<file path="src/inc/capture_pkg.sv">
// Purpose: constants, register map and mode codes of the timer input capture unit
// Assumes: one 200 MHz clock, synchronous active-high reset, AXI4-Lite with 32-bit data
// Notes:   every register holds one aligned word, narrow fields sit in the low bits
//
// What this block does
// A qualifying pin event copies the whole 16-bit timer count into the holding pair.
// Capture mode selects falling, rising, every 4th or every 16th rising edge.
// Each capture sets the event flag; only software clears it.
// A newer capture silently overwrites an unread held value.
// With the pin driven as output, port data changes can trigger captures.
// Software sets the pin direction bit to input for external edge sources.
// Timer must run in timer or synchronized counter mode for reliable captures.
// Mode changes may raise a false flag; software masks and clears it afterwards.
// Timer must use instruction clock or external clock, not the system clock; the code still offers SRC_FOSC, which counts every clk.
// Prescaler counter clears when off, not in capture mode, or on reset.
// Switching prescale settings directly keeps the counter; software clears control first.
// On instruction clock the timer holds during sleep and resumes afterwards.
// On external clock, detection, latching and flagging keep working in sleep.
// The pin is synchronised and edges found from successive samples.
// Divided settings count rising edges only and wrap to zero on capture.
////////////////////////////////////////////////////////////////////////////////
package capture_pkg;

   // register byte offsets
   localparam logic [7:0] OFF_CTRL   = 8'h00;
   localparam logic [7:0] OFF_HOLD   = 8'h04;
   localparam logic [7:0] OFF_STATUS = 8'h08;
   localparam logic [7:0] OFF_MASK   = 8'h0C;
   localparam logic [7:0] OFF_PORT   = 8'h10;
   localparam logic [7:0] OFF_TIMER  = 8'h14;
   localparam logic [7:0] OFF_TCFG   = 8'h18;

   // capture_mode_select codes
   localparam logic [3:0] MODE_OFF    = 4'h0;
   localparam logic [3:0] MODE_FALL   = 4'h4;
   localparam logic [3:0] MODE_RISE   = 4'h5;
   localparam logic [3:0] MODE_RISE4  = 4'h6;
   localparam logic [3:0] MODE_RISE16 = 4'h7;

   // timer clock sources
   typedef enum logic [1:0] {
      SRC_INSTR = 2'h0,
      SRC_FOSC  = 2'h1,
      SRC_EXT   = 2'h2
   } timer_src_e;

   // field positions
   localparam int FLAG_BIT     = 0;
   localparam int PORT_DATA_BIT = 0;
   localparam int PORT_DIR_BIT = 1;
   localparam int TCFG_ON_BIT  = 2;

   // counts and bus response codes
   localparam logic [1:0] INSTR_DIV_LAST = 2'h3;
   localparam logic [3:0] DIV4_LAST      = 4'h3;
   localparam logic [3:0] DIV16_LAST     = 4'hF;
   localparam logic [1:0] RESP_OKAY      = 2'h0;
   localparam logic [1:0] RESP_SLVERR    = 2'h2;

   // true for the four capture settings
   function automatic logic is_capture_mode(input logic [3:0] m);
      return (m == MODE_FALL) || (m == MODE_RISE) || (m == MODE_RISE4) || (m == MODE_RISE16);
   endfunction : is_capture_mode

endpackage : capture_pkg

</file>
<file path="src/core/edge_prescaler.sv">
// Purpose: turns sampled pin edges into capture strobes per capture mode
// Assumes: rise and fall are one-cycle pulses from the same clock
// Notes:   capture is a combinational strobe in the cycle of the edge
////////////////////////////////////////////////////////////////////////////////
module edge_prescaler (
   input  wire logic       clk,
   input  wire logic       rst,
   input  wire logic       rise,
   input  wire logic       fall,
   input  wire logic [3:0] mode,
   output logic            capture
);

   typedef struct packed {
      logic [3:0] count;
   } presc_state_s;

   presc_state_s st_r;
   presc_state_s st_nxt;
   logic         active;
   logic         divided;
   logic [3:0]   lastIdx;

   // mode decode
   assign active  = capture_pkg::is_capture_mode(mode);
   assign divided = (mode == capture_pkg::MODE_RISE4) || (mode == capture_pkg::MODE_RISE16);
   assign lastIdx = (mode == capture_pkg::MODE_RISE4) ? capture_pkg::DIV4_LAST : capture_pkg::DIV16_LAST;

   // strobe selection
   always_comb begin
      capture = 1'b0;
      if (active) begin
         if (mode == capture_pkg::MODE_FALL) begin
            capture = fall;
         end else if (mode == capture_pkg::MODE_RISE) begin
            capture = rise;
         end else begin
            capture = rise && (st_r.count == lastIdx);
         end
      end
   end

   // counter; a switch between divided settings keeps the count on purpose
   always_comb begin
      st_nxt = st_r;
      if (!active) begin
         st_nxt.count = 4'h0;
      end else if (divided && rise) begin
         st_nxt.count = capture ? 4'h0 : st_r.count + 4'h1;
      end
   end

   always_ff @(posedge clk) begin
      if (rst) begin
         st_r <= '0;
      end else begin
         st_r <= st_nxt;
      end
   end
endmodule : edge_prescaler

</file>
<file path="src/core/capture_unit.sv">
// Purpose: input capture unit with its shared timer and AXI4-Lite registers
// Assumes: sleep comes from logic on clk; capture and external clock pins are asynchronous
// Notes:   capture latency from pin edge is three clocks through the synchroniser
////////////////////////////////////////////////////////////////////////////////
module capture_unit #(
   parameter int ADDR_W = 8
) (
   input  wire logic              clk,
   input  wire logic              rst,
   input  wire logic              awvalid,
   output logic                   awready,
   input  wire logic [ADDR_W-1:0] awaddr,
   input  wire logic              wvalid,
   output logic                   wready,
   input  wire logic [31:0]       wdata,
   input  wire logic [3:0]        wstrb,
   output logic                   bvalid,
   input  wire logic              bready,
   output logic [1:0]             bresp,
   input  wire logic              arvalid,
   output logic                   arready,
   input  wire logic [ADDR_W-1:0] araddr,
   output logic                   rvalid,
   input  wire logic              rready,
   output logic [31:0]            rdata,
   output logic [1:0]             rresp,
   input  wire logic              capturePinIn,
   output logic                   capturePinOut,
   output logic                   capturePinOe,
   input  wire logic              extClkIn,
   input  wire logic              sleep,
   output logic                   irq
);

   typedef struct packed {
      logic              awHeld;
      logic [ADDR_W-1:0] awAddr;
      logic              wHeld;
      logic [31:0]       wData;
      logic [3:0]        wStrb;
      logic              bValid;
      logic [1:0]        bResp;
      logic              rValid;
      logic [31:0]       rData;
      logic [1:0]        rResp;
      logic [3:0]        mode;
      logic [15:0]       hold;
      logic              flag;
      logic              irqEn;
      logic              pinDirIn;
      logic              portData;
      logic [1:0]        clkSrc;
      logic              timerOn;
      logic [15:0]       timer;
      logic [1:0]        instrDiv;
      logic              pinS1;
      logic              pinS2;
      logic              levelPrev;
      logic              extS1;
      logic              extS2;
      logic              extPrev;
   } unit_state_s;

   localparam unit_state_s RESET_STATE = '{pinDirIn: 1'b1, default: '0};

   unit_state_s st_r;
   unit_state_s st_nxt;
   logic        doWrite;
   logic        pinLevel;
   logic        pinRise;
   logic        pinFall;
   logic        extRise;
   logic        instrTick;
   logic        timerTick;
   logic        capPulse;
   logic        wrTimer;
   logic        wrStatus;
   logic [31:0] merged;

   ////////////////////////////////////////////////////////////////////////////
   // helpers

   // address hit on an aligned word
   function automatic logic hit(input logic [ADDR_W-1:0] a, input logic [7:0] off);
      return {a[7:2], 2'b00} == off;
   endfunction : hit

   // readable view of every register, shared by read path and write merge
   function automatic logic [31:0] reg_word(input unit_state_s s, input logic [ADDR_W-1:0] a);
      logic [31:0] r;
      r = 32'h0000_0000;
      if (hit(a, capture_pkg::OFF_CTRL)) begin
         r = {28'h000_0000, s.mode};
      end else if (hit(a, capture_pkg::OFF_HOLD)) begin
         r = {16'h0000, s.hold};
      end else if (hit(a, capture_pkg::OFF_STATUS)) begin
         r = {31'h0000_0000, s.flag};
      end else if (hit(a, capture_pkg::OFF_MASK)) begin
         r = {31'h0000_0000, s.irqEn};
      end else if (hit(a, capture_pkg::OFF_PORT)) begin
         r = {30'h0000_0000, s.pinDirIn, s.portData};
      end else if (hit(a, capture_pkg::OFF_TIMER)) begin
         r = {16'h0000, s.timer};
      end else if (hit(a, capture_pkg::OFF_TCFG)) begin
         r = {29'h0000_0000, s.timerOn, s.clkSrc};
      end
      return r;
   endfunction : reg_word

   // true for any mapped offset
   function automatic logic mapped(input logic [ADDR_W-1:0] a);
      return hit(a, capture_pkg::OFF_CTRL) || hit(a, capture_pkg::OFF_HOLD) ||
             hit(a, capture_pkg::OFF_STATUS) || hit(a, capture_pkg::OFF_MASK) ||
             hit(a, capture_pkg::OFF_PORT) || hit(a, capture_pkg::OFF_TIMER) ||
             hit(a, capture_pkg::OFF_TCFG);
   endfunction : mapped

   // byte-lane merge of new data over old word
   function automatic logic [31:0] merge(input logic [31:0] o, input logic [31:0] d, input logic [3:0] s);
      logic [31:0] m;
      m = o;
      for (int i = 0; i < 4; i++) begin
         if (s[i]) begin
            m[i*8 +: 8] = d[i*8 +: 8];
         end
      end
      return m;
   endfunction : merge

   ////////////////////////////////////////////////////////////////////////////
   // edge detection and timer tick

   // pin sees the port latch while driven, so port writes act as edges
   assign pinLevel = st_r.pinDirIn ? st_r.pinS2 : st_r.portData;
   assign pinRise  = pinLevel && !st_r.levelPrev;
   assign pinFall  = !pinLevel && st_r.levelPrev;
   assign extRise  = st_r.extS2 && !st_r.extPrev;

   // instruction clock is clk/4; both internal sources stop in sleep
   assign instrTick = st_r.instrDiv == capture_pkg::INSTR_DIV_LAST;
   assign timerTick = st_r.timerOn &&
                      ((st_r.clkSrc == capture_pkg::SRC_EXT) ? extRise :
                       (!sleep && ((st_r.clkSrc == capture_pkg::SRC_FOSC) || instrTick)));

   edge_prescaler u_presc (
      .clk     (clk),
      .rst     (rst),
      .rise    (pinRise),
      .fall    (pinFall),
      .mode    (st_r.mode),
      .capture (capPulse)
   );

   ////////////////////////////////////////////////////////////////////////////
   // bus handshakes and write decode

   assign awready  = !st_r.awHeld && !st_r.bValid;
   assign wready   = !st_r.wHeld && !st_r.bValid;
   assign arready  = !st_r.rValid;
   assign doWrite  = st_r.awHeld && st_r.wHeld && !st_r.bValid;
   assign merged   = merge(reg_word(st_r, st_r.awAddr), st_r.wData, st_r.wStrb);
   assign wrTimer  = doWrite && hit(st_r.awAddr, capture_pkg::OFF_TIMER) && (st_r.wStrb[1:0] != 2'h0);
   assign wrStatus = doWrite && hit(st_r.awAddr, capture_pkg::OFF_STATUS) && st_r.wStrb[0];

   // outputs straight from state
   assign bvalid        = st_r.bValid;
   assign bresp         = st_r.bResp;
   assign rvalid        = st_r.rValid;
   assign rdata         = st_r.rData;
   assign rresp         = st_r.rResp;
   assign capturePinOut = st_r.portData;
   assign capturePinOe  = !st_r.pinDirIn;
   assign irq           = st_r.flag && st_r.irqEn;

   ////////////////////////////////////////////////////////////////////////////
   // next state

   always_comb begin
      st_nxt = st_r;
      // synchronisers; first stage feeds only the second
      st_nxt.pinS1     = capturePinIn;
      st_nxt.pinS2     = st_r.pinS1;
      st_nxt.levelPrev = pinLevel;
      st_nxt.extS1     = extClkIn;
      st_nxt.extS2     = st_r.extS1;
      st_nxt.extPrev   = st_r.extS2;
      // write address and data, in either order
      if (awvalid && awready) begin
         st_nxt.awHeld = 1'b1;
         st_nxt.awAddr = awaddr;
      end
      if (wvalid && wready) begin
         st_nxt.wHeld = 1'b1;
         st_nxt.wData = wdata;
         st_nxt.wStrb = wstrb;
      end
      if (st_r.bValid && bready) begin
         st_nxt.bValid = 1'b0;
      end
      // register writes; mode change leaves the flag alone, software clears it
      if (doWrite) begin
         st_nxt.awHeld = 1'b0;
         st_nxt.wHeld  = 1'b0;
         st_nxt.bValid = 1'b1;
         st_nxt.bResp  = mapped(st_r.awAddr) ? capture_pkg::RESP_OKAY : capture_pkg::RESP_SLVERR;
         if (hit(st_r.awAddr, capture_pkg::OFF_CTRL)) begin
            st_nxt.mode = merged[3:0];
         end else if (hit(st_r.awAddr, capture_pkg::OFF_HOLD)) begin
            st_nxt.hold = merged[15:0];
         end else if (hit(st_r.awAddr, capture_pkg::OFF_MASK)) begin
            st_nxt.irqEn = merged[0];
         end else if (hit(st_r.awAddr, capture_pkg::OFF_PORT)) begin
            st_nxt.portData = merged[capture_pkg::PORT_DATA_BIT];
            st_nxt.pinDirIn = merged[capture_pkg::PORT_DIR_BIT];
         end else if (hit(st_r.awAddr, capture_pkg::OFF_TCFG)) begin
            st_nxt.clkSrc  = merged[1:0];
            st_nxt.timerOn = merged[capture_pkg::TCFG_ON_BIT];
         end
      end
      // flag clear by writing one
      if (wrStatus && st_r.wData[capture_pkg::FLAG_BIT]) begin
         st_nxt.flag = 1'b0;
      end
      // read channel
      if (st_r.rValid && rready) begin
         st_nxt.rValid = 1'b0;
      end
      if (arvalid && arready) begin
         st_nxt.rValid = 1'b1;
         st_nxt.rData  = reg_word(st_r, araddr);
         st_nxt.rResp  = mapped(araddr) ? capture_pkg::RESP_OKAY : capture_pkg::RESP_SLVERR;
      end
      // timer; divider halts in sleep so the count resumes where it stopped
      if (!sleep) begin
         st_nxt.instrDiv = st_r.instrDiv + 2'h1;
      end
      if (wrTimer) begin
         st_nxt.timer = merged[15:0];
      end else if (timerTick) begin
         st_nxt.timer = st_r.timer + 16'h0001;
      end
      // capture beats a same-cycle bus write or flag clear
      if (capPulse) begin
         st_nxt.hold = st_r.timer;
         st_nxt.flag = 1'b1;
      end
   end

   always_ff @(posedge clk) begin
      if (rst) begin
         st_r <= RESET_STATE;
      end else begin
         st_r <= st_nxt;
      end
   end
endmodule : capture_unit

</file>
<file path="config.mk">
export PLATFORM = sky130hd
export DESIGN_NAME = capture_unit
export DESIGN_NICKNAME = d
export VERILOG_FILES = /design/src/inc/capture_pkg.sv /design/src/core/edge_prescaler.sv /design/src/core/capture_unit.sv
export SDC_FILE = /design/constraint.sdc
export NUM_CORES = 1
export LEC_CHECK = 0
export ABC_AREA = 1
export BUFFER_PORTS_ARGS = -buffer_cell sky130_fd_sc_hd__buf_2
export CORE_MARGIN = 2
export CORE_UTILIZATION = 45
export DETAILED_ROUTE_END_ITERATION = 7
export GPL_TIMING_DRIVEN = 0
export PLACE_DENSITY_LB_ADDON = 0.25
export SYNTH_ARGS = -nofsm -noshare
export SYNTH_HDL_FRONTEND = slang
export SYNTH_SLANG_ARGS = --single-unit
</file>
<file path="constraint.sdc">
create_clock -name clk -period 1.6 [get_ports clk]
set_input_delay 0.08 -clock clk [delete_from_list [all_inputs] [get_ports clk]]
set_output_delay 0.08 -clock clk [all_outputs]
set_load 0.05 [all_outputs]
</file>
==> results.py <==
metrics = {
    "outcome": {
        "outcome": "finished with violations",
        "violations": "hold timing, setup timing",
    },
    "grt": {
        "antenna_found_initial": 0,
        "grt_pass1_wl_um": 24100,
        "grt_pass1_vias": 4998,
        "grt-ovfl-total": 0,
        "grt_max_degree": 16,
        "track_usage_pct": 23.0,
    },
    "clock_network": {
        "cts_num_sinks": 101,
        "cts_buffers": 9,
        "clk_pin_slew_ns": 0.07,
        "cts_root_buf": "clkbuf_16",
        "htreeDepth": 3,
        "clk_latency_ns": 0.35,
        "cts_tree": "built",
        "clockBufferDepth": 2,
    },
    "min_path": {
        "whs_path_depth": 3,
        "hp-start": "wdata[11]",
        "hold_end": "st_r[104]",
        "hp-class": "in2reg",
    },
    "synthesis": {
        "ys_warn_count": 0,
        "synth_fa_ha_area_share_pct": 0.676,
        "synth_xor_area_share_pct": 0.316,
        "synth_top_family_by_area": "simple AND/OR/NAND/NOR gates",
        "mappedNetlistArea_um2": 5550,
        "synthCells": 810,
        "muxShareOfSynthArea_pct": 1.44,
        "synth-compound-area-share_pct": 18.7,
        "ys_types": 48,
        "synth_edf_count": 0,
        "synth_top_area_share_pct": 36.4,
        "synth_simple_gate_area_share_pct": 27.6,
        "synth-seq-area-share_pct": 36.4,
        "synth.avg_cell_area_um2": 6.85,
        "ys_ff_latch": 101,
        "async_flop_share_pct": 0,
        "ys.flop_type": "dfxtp_1",
        "synth_top_area_cell": "dfxtp_1",
        "yosys-top-cells-area": "dfxtp_1, nand2_1, nor2_1",
    },
    "floorplanning": {
        "io_pins": 106,
        "dieArea_um2": 13200,
        "fp-row-count": 40,
        "coreArea_um2": 12000,
        "die_w_um": 115,
        "initial_core_util_pct": 46.2,
        "die_y_um": 115,
    },
    "critical_path": {
        "path_class": "reg2reg",
        "cp_cell_sequence": "inv_6 -> o21ai_4 -> nand3_2 -> a21oi_4 -> nand2_8 -> nand3_4 -> clkbuf_16 -> nor2_1 -> nor2_2 -> nor2_2",
        "crit_top_cell": "nor2_2",
        "critPathArrivalTime_ns": 1.88,
        "rrSetupSlack_ns": -0.06,
        "end_kind": "flip-flop",
        "r2r-start": "st_r[28]",
        "r2r-end": "st_r[41]",
        "ff2ff_path_depth": 10,
        "path_max_fanout": 6,
        "critPathMaxStageDelay_ns": 0.40,
        "cp.required_ns": 1.82,
        "cp-start-kind": "flip-flop",
        "slowest_stage": "dfxtp_4",
    },
    "sta": {
        "timing.final.crit_period_ns": 1.66,
        "finalSetupViolCount": 11,
        "finalHoldViolations": 2,
        "rsz0062_at_grt": "true",
        "finClkSkew_ns": 0.00708,
        "timing.hold.ws_ns": -0.00420,
        "tightestPinTransition_ns": 0.693,
        "setup_slack_ns": -0.0585,
        "timing.final.crit_share_pct": 104,
        "finalMaxSlewViolations": 0,
        "fmax_ghz": 0.603,
        "max_slew_margin_pct": 53.8,
    },
    "final_layout": {
        "finalNetCount": 1014,
        "final_common_cell": "nand2_1",
        "num-fill-cells": 1142,
        "final_util_pct": 60.3,
        "fin_area_um2": 7240,
        "synthToLayoutAreaGrowth_pct": 30.5,
        "num_antenna_cells": 0,
        "layout_common_cells": "nand2_1, nor2_1, inv_1",
        "drive_gt1_share_pct": 32.1,
    },
    "place": {
        "place_area_um2": 6160,
        "hpwl_um": 10600,
        "io_buffers": 64,
        "pre_cts_slack_ns": -0.296,
        "place.gp.congestion": 0.887,
    },
    "route": {
        "drcViolationCount": 0,
        "num_vias": 5610,
        "routed_via_density": 5.10,
        "detail_route.first_pass.iterations": 5,
        "dr.first_iter.drc_count": 475,
        "wl_um": 15500,
        "antenna_left": 0,
        "wl_per_cell_um": 14.1,
    },
    "power_and_ir_drop": {
        "p_leak_nw": 3.14,
        "finalPower_w": 0.00581,
        "p_switching_w": 0.00165,
        "p_int_w": 0.00416,
        "p_clk_share_pct": 38.0,
        "pwr_density_cell_nw_per_um2": 802,
        "p_comb_share_pct": 15.8,
        "vdd_drop_max_mv": 0.608,
        "p_seq_share_pct": 46.2,
        "switching_share_pct": 28.4,
    },
    "run": {
        "maxCapViolations": 0,
    },
}
==> metal layers <==
layer	track usage, %	share of wire (%)	vias up
li1	-	-	2866
met1	32.4	46	2476
met5	0	0	-
met4	8.84	1.9	0
met3	3.74	8.2	25
met2	35.3	43	243
==> final cells by class <==
cell class | count | area [um2] | area share (%)
plain buffers | 63 | 457 | 6.30
multi-input cells | 558 | 3070 | 42.4
flip-flops and latches | 101 | 2060 | 28.5
inverters | 105 | 425 | 5.87
repair buffers | 111 | 752 | 10.4
well taps | 147 | 184 | 2.54
clock inverters | 4 | 47.5 | 0.656
clock buffers | 12 | 246 | 3.40
==> through the flow <==
stage | cells | setup TNS (ns)
after floorplan | 827 | 0
after global placement | 1038 | -3.90
after detailed placement | 1038 | -4.33
after CTS | 1084 | -0.000820
after global routing | 1101 | -2.22
final | 1101 | -0.259
==> flip-flops by register name, summed over array words and instances, names as in the netlist <==
| name | cells |
|---|---|
| rresp | 1 |
| rdata | 16 |
| rvalid | 1 |
| capturePinOut | 1 |
| bresp | 1 |
| st_r | 73 |
| st_nxt | 3 |
| bvalid | 1 |
| u_presc.st_r | 4 |
==> worst max-delay path, delay by kind of cell, from the launching register on <==
| kind | cells | cell delay (ns) |
|---|---|---|
| DFF | 1 | 0.40 |
| buffers and inverters | 2 | 0.23 |
| AOI/OAI and AO/OA | 2 | 0.34 |
| and+or+nand+nor | 6 | 0.54 |
==> how the worst max path moves through the flow <==
stage | start | endpoint | slack, ns | cells past startpoint
finish | st_r[28] | st_r[41] | -0.06 | 10
detailed placement | st_r[6] | st_r[16] | -0.30 | 10
CTS | st_r[28] | st_r[43] | -0.0008 | 11
global route | st_r[128] | st_r[18] | -0.13 | 9
floorplan | rvalid | rvalid | 0.004 | 5
global placement | st_r[6] | st_r[16] | -0.29 | 10
==> power by group through the flow <==
stage | Sequential, W | Clock [W] | Combinational [W]
CTS | 0.00267 | 0.00223 | 0.000843
finish | 0.00268 | 0.00221 | 0.000918
detailed placement | 0.00273 | 0 | 0.000795
floorplan | 0.00271 | 0 | 0.000603
global placement | 0.00272 | 0 | 0.000793
global route | 0.00269 | 0.00233 | 0.00101
==> repair_timing <==
| item | 4_1_cts | 5_1_grt |
|---|---|---|
| gates cloned | 1 | 2 |
| setup buffers | 13 | 15 |
| pin swaps | 9 | 21 |
| gates resized for setup | 35 | 108 |
| hold endpoints to repair | 16 | 0 |
| hold buffers | 16 | 0 |
| setup endpoints to repair | 38 | 44 |
==> synthesized netlist by cell type, types with 2 or more instances <==
library cell,number
nand3_4,2
o21ai_1,2
mux2i_1,8
ha_1,3
nor3_2,2
nand2_2,4
nor2_4,3
nor3_1,3
clkbuf_1,13
nor2_1,110
o21ai_0,64
nand2_1,151
nand2_4,2
o22ai_1,23
a31oi_1,7
nand3_1,33
buf_2,3
inv_2,6
buf_6,6
buf_4,36
dfxtp_1,101
nand3b_1,2
nor2_2,18
a21oi_1,64
nand4_1,8
inv_1,96
xor2_1,2
o211ai_1,3
o21ai_2,12
buf_1,5
==> cell families after synthesis <==
kind of cell,count (synthesis)
AOI/OAI and AO/OA,183
xor gates and xnor gates,2
adders and majority gates,3
buffers and inverters,168
DFF,101
muxes,8
other,1
and+or+nand+nor,344
Note: power is estimated with default switching activity, not from simulation.
